## src/hdl/lat_defs.svh

```systemverilog
// Register offsets, field positions, reset values and level constants
`ifndef LAT_DEFS_SVH
`define LAT_DEFS_SVH
`define LAT_TSEL_FIRST 8'h41
`define LAT_TSEL_LAST 8'h57
`define LAT_LOFS_LO 8'h5A
`define LAT_LOFS_HI 8'h5B
`define LAT_SAT 8'h60
`define LAT_CON 8'h61
`define LAT_BRI 8'h62
`define LAT_RGAIN 8'h63
`define LAT_ROFS 8'h64
`define LAT_RTSEL 8'h65
`define LAT_XPSEL 8'h66
`define LAT_STATUS 8'h67
`define LAT_LOFS8_BIT 4
`define LAT_FOFS_BIT 7
`define LAT_SAT_RST 8'h40
`define LAT_CON_RST 8'h44
`define LAT_BRI_RST 8'h80
`define LAT_RGAIN_RST 8'h40
`define LAT_ROFS_RST 8'h80
`define LAT_TSEL_RST 8'hFF
`define LAT_SEL_RST 8'h00
`define LAT_Y_DIV 19'sh00044
`define LAT_UV_DIV 19'sh00040
`define LAT_MID 8'h80
`define LAT_MIN 8'h01
`define LAT_MAX 8'hFE
`define LAT_TYPE_VBI_YUV 4'h6
`define LAT_TYPE_ACT_YUV 4'hF
`define LAT_ENTRY_FIRST 5'h02
`define LAT_ENTRY_LAST 5'h17
`define LAT_ENTRY_REST 5'h18
`define LAT_SYNC_FF 8'hFF
`define LAT_SYNC_00 8'h00
`endif

```

## src/hdl/lat_pkg.sv

```systemverilog
// Types shared by the level adjust and line typer block
package lat_pkg;
	typedef struct packed {
		logic [7:0] y;
		logic [7:0] uv;
		logic [7:0] comp;
	} lat_sample_t;
	typedef struct packed {
		logic raw;
		logic [7:0] y;
		logic [7:0] uv;
	} lat_word_t;
	typedef struct packed {
		logic href;
		logic v123;
		logic vgate;
		logic fid;
		logic f656;
	} lat_ref_t;
	typedef enum logic [2:0] {
		LAT_IDLE, LAT_PRE1, LAT_PRE2, LAT_XY, LAT_LUMA
	} lat_fmt_t;
endpackage : lat_pkg

```

## src/hdl/lat_fifo.sv

```systemverilog
// Small flip-flop FIFO with valid and ready on both sides
module lat_fifo #(
	parameter int WIDTH = 17,
	parameter int DEPTH = 4
) (
	// Clock and reset
	input wire logic ref_clk,
	input wire logic resetn,
	// Fill side
	input wire logic in_valid,
	output logic in_ready,
	input wire logic [WIDTH-1:0] in_data,
	// Drain side
	output logic out_valid,
	input wire logic out_ready,
	output logic [WIDTH-1:0] out_data
);
	localparam int AW = $clog2(DEPTH);
	logic [WIDTH-1:0] mem_reg [DEPTH];
	logic [AW:0] wr_reg, wr_next, rd_reg, rd_next;
	logic push, pop;

	always_comb begin
		in_ready = (wr_reg[AW] == rd_reg[AW]) || (wr_reg[AW-1:0] != rd_reg[AW-1:0]);
		out_valid = wr_reg != rd_reg;
		out_data = mem_reg[rd_reg[AW-1:0]];
		push = in_valid && in_ready;
		pop = out_valid && out_ready;
		wr_next = push ? wr_reg + 1'b1 : wr_reg;
		rd_next = pop ? rd_reg + 1'b1 : rd_reg;
	end

	always_ff @(posedge ref_clk or negedge resetn) begin
		if (!resetn) begin
			wr_reg <= '0;
			rd_reg <= '0;
		end else begin
			wr_reg <= wr_next;
			rd_reg <= rd_next;
		end
	end

	always_ff @(posedge ref_clk) begin
		if (push) begin
			mem_reg[wr_reg[AW-1:0]] <= in_data;
		end
	end
endmodule : lat_fifo

```

## src/hdl/lat_line_typer.sv

```systemverilog
// Level adjust, line typer and expansion port formatter of the decoder
`include "lat_defs.svh"

////////////////////////////////////////////////////////////////////////////
// Function
// RL1: Chroma out is int(saturation_gain/64 times (uv minus 128)) plus 128.
// RL2: Luma out is int(contrast_gain/68 times (y minus 128)) plus brightness.
// RL3: Raw out is int(raw_gain/64 times (comp minus 128)) plus raw_offset.
// RL4: Every luma, chroma and raw sample is clamped to 1..254.
// RL5: Contrast, brightness, saturation reset to 44H, 80H, 40H.
// RL6: Raw gain resets to 64 and raw offset to 128.
// RL7: Raw and VBI strobes follow the line type selected for this line.
// RL8: Entries 2..23 name single lines; entry 24 covers the rest.
// RL9: Upper nibble types field 1, lower nibble types field 2.
// RL10: Nine-bit line offset and field offset flag shift the line mapping.
// RL11: Software uses offset 03H/flag 0 at 50 Hz, 06H/flag 1 at 60 Hz.
// RL12: Types 6 and 15 give YUV 4:2:2, all others give raw.
// RL13: A formatter puts data on the 8-bit expansion port in 656 form.
// RL14: Selectable reference signals drive real-time and expansion outputs.
// RL15: VBI and raw lines always bypass the chroma comb filter.
// RL16: Products are full precision, truncated, offset, then clamped.
module lat_line_typer
	import lat_pkg::*;
(
	// Clock and reset
	input wire logic ref_clk,
	input wire logic resetn,
	// Register port
	input wire logic reg_wr,
	input wire logic reg_rd,
	input wire logic [7:0] reg_addr,
	input wire logic [7:0] reg_wdata,
	output logic [7:0] reg_rdata,
	// Line timing from sync stage
	input wire logic [8:0] line_num,
	input wire logic field_id,
	input wire logic line_start,
	input wire lat_ref_t refs,
	// Decoded samples
	input wire logic in_valid,
	output logic in_ready,
	input wire lat_sample_t in_sample,
	// Line type strobes
	output logic raw_line_strobe,
	output logic vbi_line_strobe,
	output logic comb_bypass,
	// Expansion port
	output logic [7:0] expansion_port_data,
	output logic expansion_data_qualifier,
	input wire logic xp_ready,
	output logic expansion_horiz_ref,
	output logic expansion_vert_ref,
	// Real-time port
	output logic realtime_control_out,
	output logic realtime_select_out0,
	output logic realtime_select_out1
);
	////////////////////////////////////////////////////////////////////////
	function automatic logic [7:0] lat_adjust(input logic [7:0] s,
		input logic [7:0] g, input logic [7:0] o, input logic signed [18:0] dv);
		logic signed [9:0] d;
		logic signed [18:0] p;
		logic signed [19:0] r;
		d = $signed({2'b00, s}) - 10'sh080;
		p = $signed({1'b0, g}) * d;
		p = p / dv; // RL16
		r = $signed({p[18], p}) + $signed({12'h000, o}); // RL16
		if (r < $signed({12'h000, `LAT_MIN})) begin // RL4
			lat_adjust = `LAT_MIN;
		end else if (r > $signed({12'h000, `LAT_MAX})) begin
			lat_adjust = `LAT_MAX;
		end else begin
			lat_adjust = r[7:0];
		end
	endfunction : lat_adjust

	function automatic logic lat_is_yuv(input logic [3:0] t);
		lat_is_yuv = (t == `LAT_TYPE_VBI_YUV) || (t == `LAT_TYPE_ACT_YUV);
	endfunction : lat_is_yuv

	function automatic logic lat_pick(input lat_ref_t r, input logic [2:0] s);
		case (s)
			3'h0: lat_pick = r.href;
			3'h1: lat_pick = r.v123;
			3'h2: lat_pick = r.vgate;
			3'h3: lat_pick = r.fid;
			3'h4: lat_pick = r.f656;
			default: lat_pick = 1'b0;
		endcase
	endfunction : lat_pick

	////////////////////////////////////////////////////////////////////////
	// Register file
	logic [7:0] tsel_reg [2:24];
	logic [7:0] tsel_next [2:24];
	logic [7:0] lofs_lo_reg, lofs_lo_next, lofs_hi_reg, lofs_hi_next;
	logic [7:0] sat_reg, sat_next, con_reg, con_next, bri_reg, bri_next;
	logic [7:0] rgain_reg, rgain_next, rofs_reg, rofs_next;
	logic [7:0] rtsel_reg, rtsel_next, xpsel_reg, xpsel_next;
	logic [7:0] rdata_reg, rdata_next;
	logic [3:0] cur_type;
	logic cur_yuv;
	logic [4:0] entry;
	logic [8:0] rel;
	logic field_sel;
	logic tsel_hit;
	logic [4:0] tsel_idx;

	always_comb begin
		tsel_hit = reg_addr >= `LAT_TSEL_FIRST && reg_addr <= `LAT_TSEL_LAST;
		tsel_idx = 5'(reg_addr - `LAT_TSEL_FIRST) + `LAT_ENTRY_FIRST;
		for (int i = 2; i <= 24; i++) begin
			tsel_next[i] = (reg_wr && tsel_hit && tsel_idx == 5'(i)) ?
				reg_wdata : tsel_reg[i];
		end
		lofs_lo_next = (reg_wr && reg_addr == `LAT_LOFS_LO) ? reg_wdata
			: lofs_lo_reg;
		lofs_hi_next = (reg_wr && reg_addr == `LAT_LOFS_HI) ? reg_wdata
			: lofs_hi_reg;
		sat_next = (reg_wr && reg_addr == `LAT_SAT) ? reg_wdata : sat_reg;
		con_next = (reg_wr && reg_addr == `LAT_CON) ? reg_wdata : con_reg;
		bri_next = (reg_wr && reg_addr == `LAT_BRI) ? reg_wdata : bri_reg;
		rgain_next = (reg_wr && reg_addr == `LAT_RGAIN) ? reg_wdata
			: rgain_reg;
		rofs_next = (reg_wr && reg_addr == `LAT_ROFS) ? reg_wdata : rofs_reg;
		rtsel_next = (reg_wr && reg_addr == `LAT_RTSEL) ? reg_wdata
			: rtsel_reg;
		xpsel_next = (reg_wr && reg_addr == `LAT_XPSEL) ? reg_wdata
			: xpsel_reg;
		rdata_next = rdata_reg;
		if (reg_rd) begin
			case (reg_addr)
				`LAT_LOFS_LO: rdata_next = lofs_lo_reg;
				`LAT_LOFS_HI: rdata_next = lofs_hi_reg;
				`LAT_SAT: rdata_next = sat_reg;
				`LAT_CON: rdata_next = con_reg;
				`LAT_BRI: rdata_next = bri_reg;
				`LAT_RGAIN: rdata_next = rgain_reg;
				`LAT_ROFS: rdata_next = rofs_reg;
				`LAT_RTSEL: rdata_next = rtsel_reg;
				`LAT_XPSEL: rdata_next = xpsel_reg;
				`LAT_STATUS: rdata_next = {2'b00, raw_line_strobe,
					vbi_line_strobe, cur_type};
				default: rdata_next = tsel_hit ? tsel_reg[tsel_idx] : 8'h00;
			endcase
		end
	end

	always_ff @(posedge ref_clk or negedge resetn) begin
		if (!resetn) begin
			for (int i = 2; i <= 24; i++) begin
				tsel_reg[i] <= `LAT_TSEL_RST;
			end
			lofs_lo_reg <= `LAT_SEL_RST;
			lofs_hi_reg <= `LAT_SEL_RST;
			sat_reg <= `LAT_SAT_RST; // RL5
			con_reg <= `LAT_CON_RST; // RL5
			bri_reg <= `LAT_BRI_RST; // RL5
			rgain_reg <= `LAT_RGAIN_RST; // RL6
			rofs_reg <= `LAT_ROFS_RST; // RL6
			rtsel_reg <= `LAT_SEL_RST;
			xpsel_reg <= `LAT_SEL_RST;
			rdata_reg <= 8'h00;
		end else begin
			for (int i = 2; i <= 24; i++) begin
				tsel_reg[i] <= tsel_next[i];
			end
			lofs_lo_reg <= lofs_lo_next;
			lofs_hi_reg <= lofs_hi_next;
			sat_reg <= sat_next;
			con_reg <= con_next;
			bri_reg <= bri_next;
			rgain_reg <= rgain_next;
			rofs_reg <= rofs_next;
			rtsel_reg <= rtsel_next;
			xpsel_reg <= xpsel_next;
			rdata_reg <= rdata_next;
		end
	end
	assign reg_rdata = rdata_reg;

	////////////////////////////////////////////////////////////////////////
	// Line type lookup
	always_comb begin
		rel = line_num - {lofs_hi_reg[`LAT_LOFS8_BIT], lofs_lo_reg}; // RL10
		field_sel = field_id ^ lofs_hi_reg[`LAT_FOFS_BIT]; // RL10
		if (rel >= 9'(`LAT_ENTRY_FIRST) && rel <= 9'(`LAT_ENTRY_LAST)) begin
			entry = rel[4:0]; // RL8
		end else begin
			entry = `LAT_ENTRY_REST; // RL8
		end
		cur_type = field_sel ? tsel_reg[entry][3:0] : tsel_reg[entry][7:4]; // RL9
		cur_yuv = lat_is_yuv(cur_type); // RL12
	end

	////////////////////////////////////////////////////////////////////////
	// Strobes and reference selection
	logic raw_reg, raw_next, vbi_reg, vbi_next, byp_reg, byp_next;
	logic [4:0] sel_reg, sel_next;

	always_comb begin
		raw_next = !cur_yuv; // RL7
		vbi_next = cur_type != `LAT_TYPE_ACT_YUV; // RL7
		byp_next = raw_next || vbi_next; // RL15
		sel_next[0] = lat_pick(refs, rtsel_reg[2:0]); // RL14
		sel_next[1] = lat_pick(refs, rtsel_reg[5:3]); // RL14
		sel_next[2] = lat_pick(refs, {1'b0, rtsel_reg[7:6]}); // RL14
		sel_next[3] = lat_pick(refs, xpsel_reg[2:0]); // RL14
		sel_next[4] = lat_pick(refs, xpsel_reg[5:3]); // RL14
	end

	always_ff @(posedge ref_clk or negedge resetn) begin
		if (!resetn) begin
			raw_reg <= 1'b0;
			vbi_reg <= 1'b0;
			byp_reg <= 1'b0;
			sel_reg <= '0;
		end else begin
			raw_reg <= raw_next;
			vbi_reg <= vbi_next;
			byp_reg <= byp_next;
			sel_reg <= sel_next;
		end
	end
	assign raw_line_strobe = raw_reg;
	assign vbi_line_strobe = vbi_reg;
	assign comb_bypass = byp_reg;
	assign realtime_select_out0 = sel_reg[0];
	assign realtime_select_out1 = sel_reg[1];
	assign realtime_control_out = sel_reg[2];
	assign expansion_horiz_ref = sel_reg[3];
	assign expansion_vert_ref = sel_reg[4];

	////////////////////////////////////////////////////////////////////////
	// Level adjust stage
	lat_word_t st_reg, st_next;
	logic st_vld_reg, st_vld_next;
	logic fifo_in_ready, fifo_out_valid, fifo_pop;
	lat_word_t fifo_out;
	logic accept;

	always_comb begin
		in_ready = !st_vld_reg || fifo_in_ready;
		accept = in_valid && in_ready;
		st_next = st_reg;
		st_vld_next = in_ready ? in_valid : st_vld_reg;
		if (accept) begin
			st_next.raw = !cur_yuv;
			if (cur_yuv) begin
				st_next.y = lat_adjust(in_sample.y, con_reg, bri_reg,
					`LAT_Y_DIV); // RL2
				st_next.uv = lat_adjust(in_sample.uv, sat_reg, `LAT_MID,
					`LAT_UV_DIV); // RL1
			end else begin
				st_next.y = lat_adjust(in_sample.comp, rgain_reg, rofs_reg,
					`LAT_UV_DIV); // RL3
				st_next.uv = `LAT_MID;
			end
		end
	end

	always_ff @(posedge ref_clk or negedge resetn) begin
		if (!resetn) begin
			st_reg <= '0;
			st_vld_reg <= 1'b0;
		end else begin
			st_reg <= st_next;
			st_vld_reg <= st_vld_next;
		end
	end

	lat_fifo #(
		.WIDTH($bits(lat_word_t)),
		.DEPTH(4)
	) u_fifo (
		.ref_clk(ref_clk),
		.resetn(resetn),
		.in_valid(st_vld_reg),
		.in_ready(fifo_in_ready),
		.in_data(st_reg),
		.out_valid(fifo_out_valid),
		.out_ready(fifo_pop),
		.out_data(fifo_out)
	);

	////////////////////////////////////////////////////////////////////////
	// Expansion port formatter: SAV code per line, then Cb/Cr, Y bytes per YUV sample or one byte per raw sample
	lat_fmt_t fmt_reg, fmt_next;
	logic [7:0] xd_reg, xd_next, xy_reg, xy_next;
	logic xv_reg, xv_next, pend_reg, pend_next, fire;

	always_comb begin
		fire = !xv_reg || xp_ready;
		fmt_next = fmt_reg;
		xd_next = xd_reg;
		xv_next = fire ? 1'b0 : xv_reg;
		fifo_pop = 1'b0;
		pend_next = pend_reg;
		xy_next = xy_reg;
		if (line_start) begin
			xy_next = {1'b1, field_id, vbi_next, 1'b0, vbi_next, field_id,
				field_id ^ vbi_next, field_id ^ vbi_next};
		end
		if (fire) begin
			case (fmt_reg)
				LAT_IDLE: begin
					if (pend_reg) begin
						xd_next = `LAT_SYNC_FF; // RL13
						xv_next = 1'b1;
						pend_next = 1'b0;
						fmt_next = LAT_PRE1;
					end else if (fifo_out_valid) begin
						xv_next = 1'b1;
						xd_next = fifo_out.raw ? fifo_out.y : fifo_out.uv;
						fifo_pop = fifo_out.raw;
						fmt_next = fifo_out.raw ? LAT_IDLE : LAT_LUMA;
					end
				end
				LAT_PRE1, LAT_PRE2: begin
					xd_next = `LAT_SYNC_00; // RL13
					xv_next = 1'b1;
					fmt_next = (fmt_reg == LAT_PRE1) ? LAT_PRE2 : LAT_XY;
				end
				LAT_XY: begin
					xd_next = xy_reg; // RL13
					xv_next = 1'b1;
					fmt_next = LAT_IDLE;
				end
				LAT_LUMA: begin
					xd_next = fifo_out.y;
					xv_next = 1'b1;
					fifo_pop = 1'b1;
					fmt_next = LAT_IDLE;
				end
				default: fmt_next = LAT_IDLE;
			endcase
		end
		if (line_start) begin
			pend_next = 1'b1;
		end
	end

	always_ff @(posedge ref_clk or negedge resetn) begin
		if (!resetn) begin
			fmt_reg <= LAT_IDLE;
			xd_reg <= 8'h00;
			xy_reg <= 8'h00;
			xv_reg <= 1'b0;
			pend_reg <= 1'b0;
		end else begin
			fmt_reg <= fmt_next;
			xd_reg <= xd_next;
			xy_reg <= xy_next;
			xv_reg <= xv_next;
			pend_reg <= pend_next;
		end
	end
	assign expansion_port_data = xd_reg;
	assign expansion_data_qualifier = xv_reg;
endmodule : lat_line_typer

```

## config.mk

```make
export PLATFORM = sky130hd
export DESIGN_NAME = lat_line_typer
export DESIGN_NICKNAME = d
export VERILOG_FILES = /design/src/hdl/lat_pkg.sv /design/src/hdl/lat_fifo.sv /design/src/hdl/lat_line_typer.sv
export VERILOG_INCLUDE_DIRS = /design/src /design/src/hdl
export SDC_FILE = /design/constraint.sdc
export NUM_CORES = 1
export LEC_CHECK = 0
export BUFFER_PORTS_ARGS = -buffer_cell sky130_fd_sc_hd__clkbuf_2
export CAP_MARGIN = 20
export CORE_UTILIZATION = 54
export CTS_BUF_LIST = sky130_fd_sc_hd__clkbuf_4 sky130_fd_sc_hd__clkbuf_8 sky130_fd_sc_hd__clkbuf_16
export DETAILED_ROUTE_END_ITERATION = 12
export GPL_TIMING_DRIVEN = 0
export PLACE_DENSITY = 0.76
export RECOVER_POWER = 50
export SYNTH_ARGS = -nofsm -noshare
export SYNTH_HDL_FRONTEND = slang
export SYNTH_SLANG_ARGS = --single-unit
```

## constraint.sdc

```tcl
create_clock -name ref_clk -period 18.2 [get_ports ref_clk]
set_input_delay 0.91 -clock ref_clk [delete_from_list [all_inputs] [get_ports ref_clk]]
set_output_delay 0.91 -clock ref_clk [all_outputs]
set_load 0.02 [all_outputs]
```

Yosys cells after proc, flatten, opt, wreduce, memory -nomap -nowiden

Memory sizes are Yosys's and may differ from the RTL's.
Cells that the tools add are included.

Bits in registers: 316
Bits of input ports: 62
Memory bits (writable): 68
Output and inout bits: 26
Memories kept: 1

Bitwise logic cells: 6
Divide/modulo/power cells: 1
Eq/ne operators: 63
Multipliers: 3
Muxes and demuxes: 45
Add/sub/neg operators: 13
Order comparisons: 12
Reduce and logical (&&, ||, !) cells: 62

Memory list:

| name           | depth | width | rd ports | clocked after memory_dff | write ports | line           | source |
|---|---|---|---|---|---|---|---|
| u_fifo.mem_reg | 4     | 17    | 1        | 0                        | 1           | lat_fifo.sv:19 | `logic [WIDTH-1:0] mem_reg [DEPTH];` |

Operators by type and width:

| kind                                                                              | number |
|---|---|
| 8-bit two-way mux                                                                 | 14 |
| 8-bit binary-select mux with 5-bit select                                         | 2 |
| 8-bit by 7-bit equality test with 1-bit output (second input constant)            | 10 |
| 8-bit one-hot mux with 10 select lines                                            | 1 |
| 20-bit by 9-bit greater-than comparator with 1-bit output (second input constant) | 3 |
| 20-bit by 2-bit < comparator with 1-bit output (second input constant)            | 3 |
| 9-bit by 9-bit multiplier with 18-bit output                                      | 3 |
| 5-bit equality test (second input constant)                                       | 9 |
| 19-bit by 9-bit adder with 20-bit output                                          | 2 |
| 5-bit by 4-bit equality test with 1-bit output (second input constant)            | 8 |
| 19-bit by 1-bit adder with 19-bit output                                          | 2 |
| 1-bit logical AND                                                                 | 38 |
| 8-bit one-hot mux with 4 select lines                                             | 1 |
| 3-bit by 2-bit equality test with 1-bit output (second input constant)            | 10 |
| 8-bit by 8-bit subtractor with 9-bit output (second input constant)               | 3 |
| 19-bit by 9-bit adder with 20-bit output (second input constant)                  | 1 |
| 5-bit by 3-bit equality test with 1-bit output (second input constant)            | 4 |
| 1-bit one-hot mux with 5 select lines                                             | 4 |
| 19-bit by 8-bit divider with 19-bit output (second input constant)                | 1 |
| 16-bit two-way mux                                                                | 1 |
| 3-bit by 1-bit equality test with 1-bit output (second input constant)            | 5 |
| 3-bit equality test (second input constant)                                       | 5 |
| 3-bit logical NOT                                                                 | 5 |
| 1-bit two-way mux                                                                 | 13 |
| 38 further kinds                                                                  | 57 |

Logic depth before layout (Yosys ltp)

Gate-level depths: netlist (run 1).

Depth after elaboration: 13
Gate-level depth with buffers: 65

By module

From an unflattened synthesis (run 1), not the netlist that was laid out.

Cell total of the unflattened synthesis: 3,056
Area, all modules: 31,450.2 um^2

Modules (own cells, without submodules):

| module         | seq. area each (um^2) | instances | area each (um^2) | cells an instance |
|---|---|---|---|---|
| lat_line_typer | 7,920.1               | 1         | 28,514.8         | 2,920 |
| lat_fifo       | 2,192.1               | 1         | 2,935.3          | 136 |

Least setup slack after synthesis (run 1)

No wires, ideal clock.

Path kind: input port to flip-flop
From: input port in_sample[23] (netlist bit)
To: register st_reg[12] (netlist bit)
Slack: 3.732 ns
Stages on the path: 57
Library setup time: 0.126 ns
Arrival time: 14.342 ns
Path buffers: 2
Cell sequence: clkbuf_1 > or2_2 > fa_1 > fa_1 > inv_1 > fa_1 > fa_1 > inv_1 > fa_1 > inv_1 > ha_1 > or4b_1 > or4_4 > a22oi_4 > nor4b_4 > a21oi_1 > xor2_1 > nand3_2 > [21 not listed] > ha_1 > and2_1 > nand2_1 > o21ai_0 > xnor2_1 > ha_1 > inv_1 > o21bai_1 > a21oi_1 > o21bai_1 > a21oi_1 > a2111oi_0 > nand2_1 > nor2_1 > nor2_1 > o21a_1 > or3_1 > a221o_1

Longest elaborated chain between the ends: 8
Elaborated cells on any way between the ends: 9
Classes of those cells: add/sub: 2; mul: 1; div: 1; order compare: 2; mux: 3

Ends and longest elaborated chain:

| what                                                      | line                  | source |
|---|---|---|
| from (decl)                                               | lat_line_typer.sv:42  | `input wire lat_sample_t in_sample,` |
| 8-bit by 8-bit subtractor with 9-bit output *             | lat_line_typer.sv:64  | `d = $signed({2'b00, s}) - 10'sh080;` |
| 9-bit by 9-bit multiplier with 18-bit output *            | lat_line_typer.sv:65  | `p = $signed({1'b0, g}) * d;` |
| 19-bit by 8-bit divider with 19-bit output *              | lat_line_typer.sv:66  | `p = p / dv;` |
| 19-bit by 9-bit adder with 20-bit output *                | lat_line_typer.sv:67  | `r = $signed({p[18], p}) + $signed({12'h000, o});` |
| 20-bit by 9-bit greater-than comparator with 1-bit output | lat_line_typer.sv:70  | `` end else if (r > $signed({12'h000, `LAT_MAX})) begin `` |
| 8-bit two-way mux                                         | lat_line_typer.sv:70  |  |
| 8-bit two-way mux *                                       | lat_line_typer.sv:68  | `` if (r < $signed({12'h000, `LAT_MIN})) begin `` |
| 16-bit two-way mux *                                      | lat_line_typer.sv:249 | `if (cur_yuv) begin` |
| to (signal assigned)                                      | lat_line_typer.sv:267 | `st_reg <= st_next;` |
| to (decl)                                                 | lat_line_typer.sv:236 | `lat_word_t st_reg, st_next;` |

Every way passes the cells marked *; elsewhere a longest branch is shown, timed or not.
A chain may end at the register's enable or synchronous reset.

Final worst setup path (run 1)

From: input port in_sample[23] (netlist bit)
To: register st_reg[11] (netlist bit)

Same word-level chain as after synthesis.

==> results of run 1 <==
[cell usage in the layout (no fill, tap or decap), drive strengths merged, types with 71 or more instances in the layout]
cell type    n
mux2       275
clkbuf     259
nand2      253
inv        228
ha         202
dfstp      190
nor2       170
a21oi      143
fa         132
dfrtp      123
and2       104
xnor2       71
o21ai       71
[power groups by stage]
stage	clock network (mW)	registers (mW)	logic [mW]
2_1_floorplan	0	1.07	1.81
3_3_place_gp	0	1.08	2.30
3_5_place_dp	0	1.09	2.36
4_1_cts	0.869	1.07	2.38
5_1_grt	0.905	1.08	2.65
6_report	0.865	1.07	2.42
[per-layer routing]
metal | track usage | vias to the layer above
met4 | 0.107 | 4
met3 | 0.0678 | 228
met5 | 0 | -
li1 | - | 10900
met1 | 0.435 | 12300
met2 | 0.500 | 1170
[through the flow]
step | util | area (um2) | cells
after floorplan | - | 30900 | 2955
final | 0.597 | 33700 | 3870
after CTS | 0.597 | 33700 | 3866
after global routing | 0.597 | 33700 | 3869
after detailed placement | 0.573 | 32400 | 3797
after global placement | 0.571 | 32300 | 3791
[worst reg2reg max path, delay by kind of cell (launching register included)]
| family | cells | cell delay, ns |
|---|---|---|
| compound gates | 23 | 5.83 |
| fa+ha+maj | 8 | 3.53 |
| simple gates | 13 | 3.47 |
| mux | 3 | 1.46 |
| buf+inv | 7 | 0.83 |
| xor+xnor | 3 | 0.78 |
| flops | 1 | 0.47 |
[synthesized netlist by cell type, drive strengths merged (24+ instances only)]
cell	n	share of area
mux2i	67	0.022
inv	226	0.027
nor2b	28	0.0057
nand2	253	0.031
dfstp	190	0.16
mux2	275	0.10
nand3	66	0.011
xor2	49	0.014
a221oi	44	0.012
nor2	170	0.021
o21ai	71	0.012
a22oi	24	0.0064
dfrtp	123	0.10
xnor2	71	0.021
edfxtp	68	0.066
nor3	33	0.0057
fa	132	0.085
ha	202	0.082
a21o	41	0.010
and2	104	0.021
mux4	64	0.047
clkbuf	125	0.015
a211oi	45	0.012
a21oi	143	0.023
[layout make-up]
class / instances / area share
clock buffer: 52 / 0.0343
sequential: 381 / 0.300
timing repair buffer: 88 / 0.0138
clock inverter: 17 / 0.00649
buffer: 146 / 0.0171
tap: 756 / 0.0281
antenna: 2 / 0.000148
inverter: 226 / 0.0252
multi-input combinational: 2202 / 0.575
[worst max-delay path by stage]
stage / start / to / slack (ns) / depth (start not counted)
floorplan: in_sample[23] / st_reg[12] / 3.73 / 57
global placement: in_sample[23] / st_reg[11] / 1.77 / 61
detailed placement: in_sample[23] / st_reg[11] / 1.48 / 61
CTS: in_sample[23] / st_reg[11] / 1.91 / 59
global route: in_sample[23] / st_reg[11] / 0.60 / 59
finish: in_sample[23] / st_reg[11] / 1.60 / 59
[cell families (layout without fill, tap and decap cells)]
kind of cell | count (synthesis) | in the layout
XOR/XNOR | 120 | 120
adder cells (fa/ha/maj) | 336 | 336
buffers and inverters | 372 | 529
AND/OR/NAND/NOR | 782 | 782
multiplexers | 406 | 406
flip-flops | 381 | 381
other | 0 | 2
AO/OA/AOI/OAI | 558 | 558
==> qor.csv, run 1 <==
stage,metric,value,unit
status,status,"finished, violations left",
status,violated_checks,"capacitance limit, slew limit",
worst_setup_path,worstRegToRegCells,57,
timing,worst-slew-pin-transition,5.70,ns
pwr,vdd_ir_drop_max,162,uV
pwr,share_clk_of_total_power,0.198,
floorplanning,dieHeight,241,um
floorplanning,initial_core_util,0.547,
routing,route.detailed.wl_per_inst,23.6,um
pwr,total_leakage_power,14.7,nW
worst_setup_path,timing.critical_path.to_type,register,
min_path,timing.hold.worst_path_depth,1,
floorplanning,io-pin-count,88,
worst_setup_path,path_common_cell,sky130_fd_sc_hd__a21oi_1,
grt,grt_pass1_wl,142,mm
worst_setup_path,critical_path_peak_fanout,10,
pwr,net_sw_frac,0.444,
worst_setup_path,timing.setup.critical_path_class,input pin to register,
clock_network,post_cts_repair_resize_count,0,
routing,routed-via-count,24600,
min_path,hold_start,expansion_port_data[2],
worst_setup_path,critical-path-slowest-cell,sky130_fd_sc_hd__mux2i_1,
synth,postSynthAreaPerCell,10.5,um2
routing,totalWireLength,91.5,mm
timing,finClkSkew,0.0295,ns
routing,met2_length,41.4,mm
floorplanning,placeableCoreArea,56500,um2
pwr,fin_total_pwr,4.36,mW
worst_setup_path,r2r_start,con_reg[0],
worst_setup_path,worst_r2r_endpoint,st_reg[11],
grt,gr-total-overflow,0,
timing,timing.hold.ws,0.487,ns
worst_setup_path,critical_path.max_stage_delay,0.65,ns
worst_setup_path,register_to_register_path_setup_slack,1.67,ns
layout,multi_input_area,19400,um2
flow_run,timing.max_cap.violations,3,
synth,synth.yosys.warnings,0,
worst_setup_path,critPathRequiredTime,18.58,ns
routing,initialDrtViolationCount,2401,
worst_setup_path,cp_top_family,compound AO/OA/AOI/OAI gates,
synth,synth_async_sr_flop_share,0.822,
floorplanning,design.die.area,58200,um2
timing,timing_hold_violations_final,0,
clock_network,cts_tree,done,
layout,nNetsFinal,3480,
timing,slew-limit-headroom,-2.80,
synth,largest_family_of_logic_cells_by_synthesized_area,multiplexers,
place,dpl.hpwl,69.3,mm
layout,nFillCells,4627,
timing,final_period_minus_worst_setup_slack,16.60,ns
timing,finalWorstSetupSlack,1.60,ns
clock_network,insertion_delay,0.56,ns
routing,met3RoutedLength,8.41,mm
grt,grt_pass1_vias,24800,
timing,fin_setup_tns,0,ns
synth,synth-compound-area-share,0.130,
synth,synthCells,2955,
grt,grt_util_all_layers,0.318,
clock_network,numClockSinks,381,
clock_network,path_clk_slew,0.07,ns
place,dp_worst_setup_slack,1.48,ns
floorplanning,die_w,241,um
timing,final_max_slew_viols,318,
place,port-buffer-count,80,
clock_network,ctsRootBufferMaster,sky130_fd_sc_hd__clkbuf_16,
floorplanning,placementRows,87,
timing,timing.final.setup_violations,0,
clock_network,holdBufCountCts,0,
routing,postRouteAntennaNets,0,
clock_network,tritoncts.num_buffers,39,
synth,muxShareOfSynthArea,0.169,
synth,post_synth_fa_ha_maj_area_fraction,0.168,
clock_network,cts.htree.levels,2,
pwr,part_of_the_power_in_combinational_logic,0.556,
synth,summed_instance_area_of_the_synthesized_netlist,30900,um2
worst_setup_path,crit_arrival,16.98,ns
place,place.gp.congestion,1.01,
routing,routed_via_density,6.36,
clock_network,buffer_depth_of_the_longest_clock_path,3,
synth,synthesis.nets,3351,
routing,drcViolationCount,0,
timing,setup_repair_after_global_routing_missed_its_margin,false,
worst_setup_path,cp-start-kind,input pin,
pwr,power.switching,1.94,mW
synth,synth-edff-count,68,
clock_network,post_cts.repair.setup_buffers,0,
synth,synth_top_flop_cell,sky130_fd_sc_hd__dfstp_2,
timing,min_period_over_period,0.912,
timing,max_clock_freq,0.0602,GHz
layout,syn_to_final_growth,9.04,%
routing,highest-signal-layer,met5,
synth,ys_seq_area_frac,0.327,
layout,post_route_cells_drive_above_1_share,0.241,
grt,grt_max_degree,108,
synth,yosysUniqueCellTypes,111,
min_path,hold_path.class,register to register,
synth,synth-xor-area-share,0.0347,
pwr,internal-power,2.42,mW
min_path,min_delay_worst_endpoint,expansion_port_data[2],
pwr,pwr-share-seq,0.246,
routing,detailed_routing_iteration_count_for_the_pre_antenna_repair_pass,6,
routing,detail_route.wirelength.met1,38.4,mm
synth,synth.ff_latch_count,381,
grt,grt_antenna_before_repair,4,
worst_setup_path,critical_path_buf_inv_count,9,
synth,synth_simple_gate_area_frac,0.125,
layout,largest_reg_flops,184,
layout,seq_area,10100,um2
pwr,power_per_cell_area,129,nW/um2
(Power assumes the default switching activity.)
==> run 2, diff against run 1 <==
Settings changed: CAP_MARGIN 20 to unset, CORE_UTILIZATION 54 to 50, PLACE_DENSITY 0.76 to 0.71.
==> run 2 against run 1 <==
Count of clock-buffer cells in the layout shrank 3. Combinational power is essentially flat. Sequential power is essentially flat. Register-to-register slack gained 0.37 ns. Highest routed layer unchanged. Design area is essentially flat. Wire length grew 0.98%. Flip-flop and latch count is the same. Total power shrank 0.16%. First-iteration DRC count shrank 6.1%. The flow still finishes with violations (capacitance limit, slew limit). Final cell count grew 0.59%.
==> qor.csv, run 2 (synthesis results as in run 1) <==
stage,metric,value,unit
status,status,"finished, violations left",
timing,max_clock_freq,0.0615,GHz
clock_network,holdBufCountCts,0,
floorplanning,initial_core_util,0.509,
grt,grt_pass1_wl,144,mm
worst_setup_path,register_to_register_path_setup_slack,2.04,ns
floorplanning,die_w,251,um
worst_setup_path,critical_path.max_stage_delay,0.64,ns
grt,grtUsageMet2,0.470,
layout,syn_to_final_growth,9.00,%
worst_setup_path,timing.setup.critical_path_class,input pin to register,
grt,grt_antenna_before_repair,5,
routing,initialDrtViolationCount,2254,
min_path,hold_path.class,register to register,
timing,min_period_over_period,0.893,
worst_setup_path,critical-path-slowest-cell,sky130_fd_sc_hd__mux2i_1,
floorplanning,io-pin-count,88,
grt,grt.met1_usage,0.400,
worst_setup_path,critPathRequiredTime,18.63,ns
pwr,vdd_ir_drop_max,127,uV
clock_network,cts_tree,done,
timing,slew-limit-headroom,-2.73,
floorplanning,dieHeight,251,um
worst_setup_path,worst_r2r_endpoint,st_reg[13],
clock_network,numClockSinks,381,
timing,timing_hold_violations_final,0,
routing,postRouteAntennaNets,0,
routing,detailed_routing_iteration_count_for_the_pre_antenna_repair_pass,7,
floorplanning,placeableCoreArea,60700,um2
pwr,total_leakage_power,14.7,nW
min_path,min_delay_worst_endpoint,expansion_port_data[5],
timing,worst-slew-pin-transition,5.60,ns
clock_network,ctsRootBufferMaster,sky130_fd_sc_hd__clkbuf_16,
min_path,timing.hold.worst_path_depth,1,
worst_setup_path,r2r_start,con_reg[0],
timing,final_max_slew_viols,318,
pwr,power_per_cell_area,129,nW/um2
grt,gr-total-overflow,0,
worst_setup_path,timing.critical_path.to_type,register,
layout,largest_reg_flops,184,
grt,grt_max_degree,110,
layout,nNetsFinal,3474,
worst_setup_path,critical_path_peak_fanout,10,
clock_network,buffer_depth_of_the_longest_clock_path,3,
timing,finClkSkew,0.0230,ns
min_path,hold_start,expansion_port_data[5],
worst_setup_path,worstRegToRegCells,58,
timing,timing.hold.ws,0.479,ns
routing,routed-via-count,24400,
clock_network,post_cts_repair_resize_count,0,
clock_network,path_clk_slew,0.06,ns
routing,drcViolationCount,0,
clock_network,tritoncts.num_buffers,39,
timing,fin_setup_tns,0,ns
layout,layout_commonest_cell,sky130_fd_sc_hd__mux2_2,
layout,layout.cells.most_common_list,"sky130_fd_sc_hd__mux2_2 (271), sky130_fd_sc_hd__nand2_1 (252), sky130_fd_sc_hd__inv_1 (226), sky130_fd_sc_hd__ha_1 (202), sky130_fd_sc_hd__dfstp_2 (190)",
timing,final_period_minus_worst_setup_slack,16.26,ns
worst_setup_path,crit_arrival,16.69,ns
worst_setup_path,path_common_cell,sky130_fd_sc_hd__inv_1,
place,dpl.hpwl,69.7,mm
flow_run,timing.max_cap.violations,3,
clock_network,post_cts.repair.setup_buffers,0,
clock_network,insertion_delay,0.56,ns
grt,met3_usage,0.0644,
place,port-buffer-count,80,
clock_network,cts.htree.levels,2,
worst_setup_path,cp-start-kind,input pin,
routing,route.detailed.wl_per_inst,23.7,um
grt,grt_util_all_layers,0.295,
routing,routed_via_density,6.28,
timing,timing.final.setup_violations,0,
floorplanning,placementRows,90,
layout,post_route_cells_drive_above_1_share,0.241,
timing,setup_repair_after_global_routing_missed_its_margin,false,
routing,totalWireLength,92.4,mm
status,violated_checks,"capacitance limit, slew limit",
grt,grt-busiest-layer,met2,
floorplanning,design.die.area,62800,um2
grt,grt_pass1_vias,24700,
place,place.gp.congestion,0.982,
## run 2: cell types whose count changed in the layout (fill, tap and decap cells not counted), sizes merged
cell | previous run | this run
buf | 27 | 21
clkinv | 8 | 12
clkbuf | 259 | 256
clkinvlp | 3 | 5
bufinv | 4 | 5
inv | 228 | 227
## run 2: per-layer routing
metal,up-vias,share of wire,wire length [um]
li1,10900,-,-
met1,12400,0.42,39200
met2,989,0.46,42100
met3,200,0.084,7750
met4,4,0.035,3240
met5,-,0.00028,26
## run 2: how the worst max path moves through the flow
stage                              from          to  depth (start not counted)  slack (ns)
after floorplan           in_sample[23]  st_reg[12]                         57        3.73
after global placement    in_sample[23]  st_reg[12]                         60        1.76
after detailed placement  in_sample[23]  st_reg[11]                         60        1.47
after CTS                 in_sample[23]  st_reg[13]                         60        1.98
after global routing      in_sample[23]  st_reg[11]                         61        0.74
final                     in_sample[23]  st_reg[13]                         60        1.94
## run 2: worst max-delay path, delay by kind of cell
family,cells,cell delay (ns)
buf+inv,10,1.41
simple gates,18,4.12
fa+ha+maj,8,3.46
compound gates,18,4.57
xor+xnor,3,0.76
mux,3,1.45
## run 2: through the flow
stage	util	worst slack (ns)	cell area [um2]	total power, mW	cells
after detailed placement	0.533	1.47	32400	3.46	3819
after global placement	0.532	1.76	32300	3.40	3817
after floorplan	-	3.73	30900	2.88	2955
after global routing	0.555	0.738	33700	4.64	3891
final	0.555	1.94	33700	4.35	3893
after CTS	0.556	1.98	33800	4.34	3891
## run 2: where the power goes
group | internal, mW | total, mW | switching, mW
registers | 1.01 | 1.07 | 0.0673
clock network | 0.511 | 0.873 | 0.362
logic | 0.907 | 2.41 | 1.50
## run 2: final cells by class
| type | instances | area (um2) |
|---|---|---|
| fillers | 5264 | 27000 |
| multi-input cells | 2202 | 19400 |
| flip-flops and latches | 381 | 10100 |
| clock buffers | 49 | 1120 |
| well taps | 782 | 978 |
| inverters | 226 | 848 |
| plain buffers | 146 | 577 |
| repair buffers | 82 | 402 |
| clock inverters | 23 | 279 |
| diodes | 2 | 5.00 |
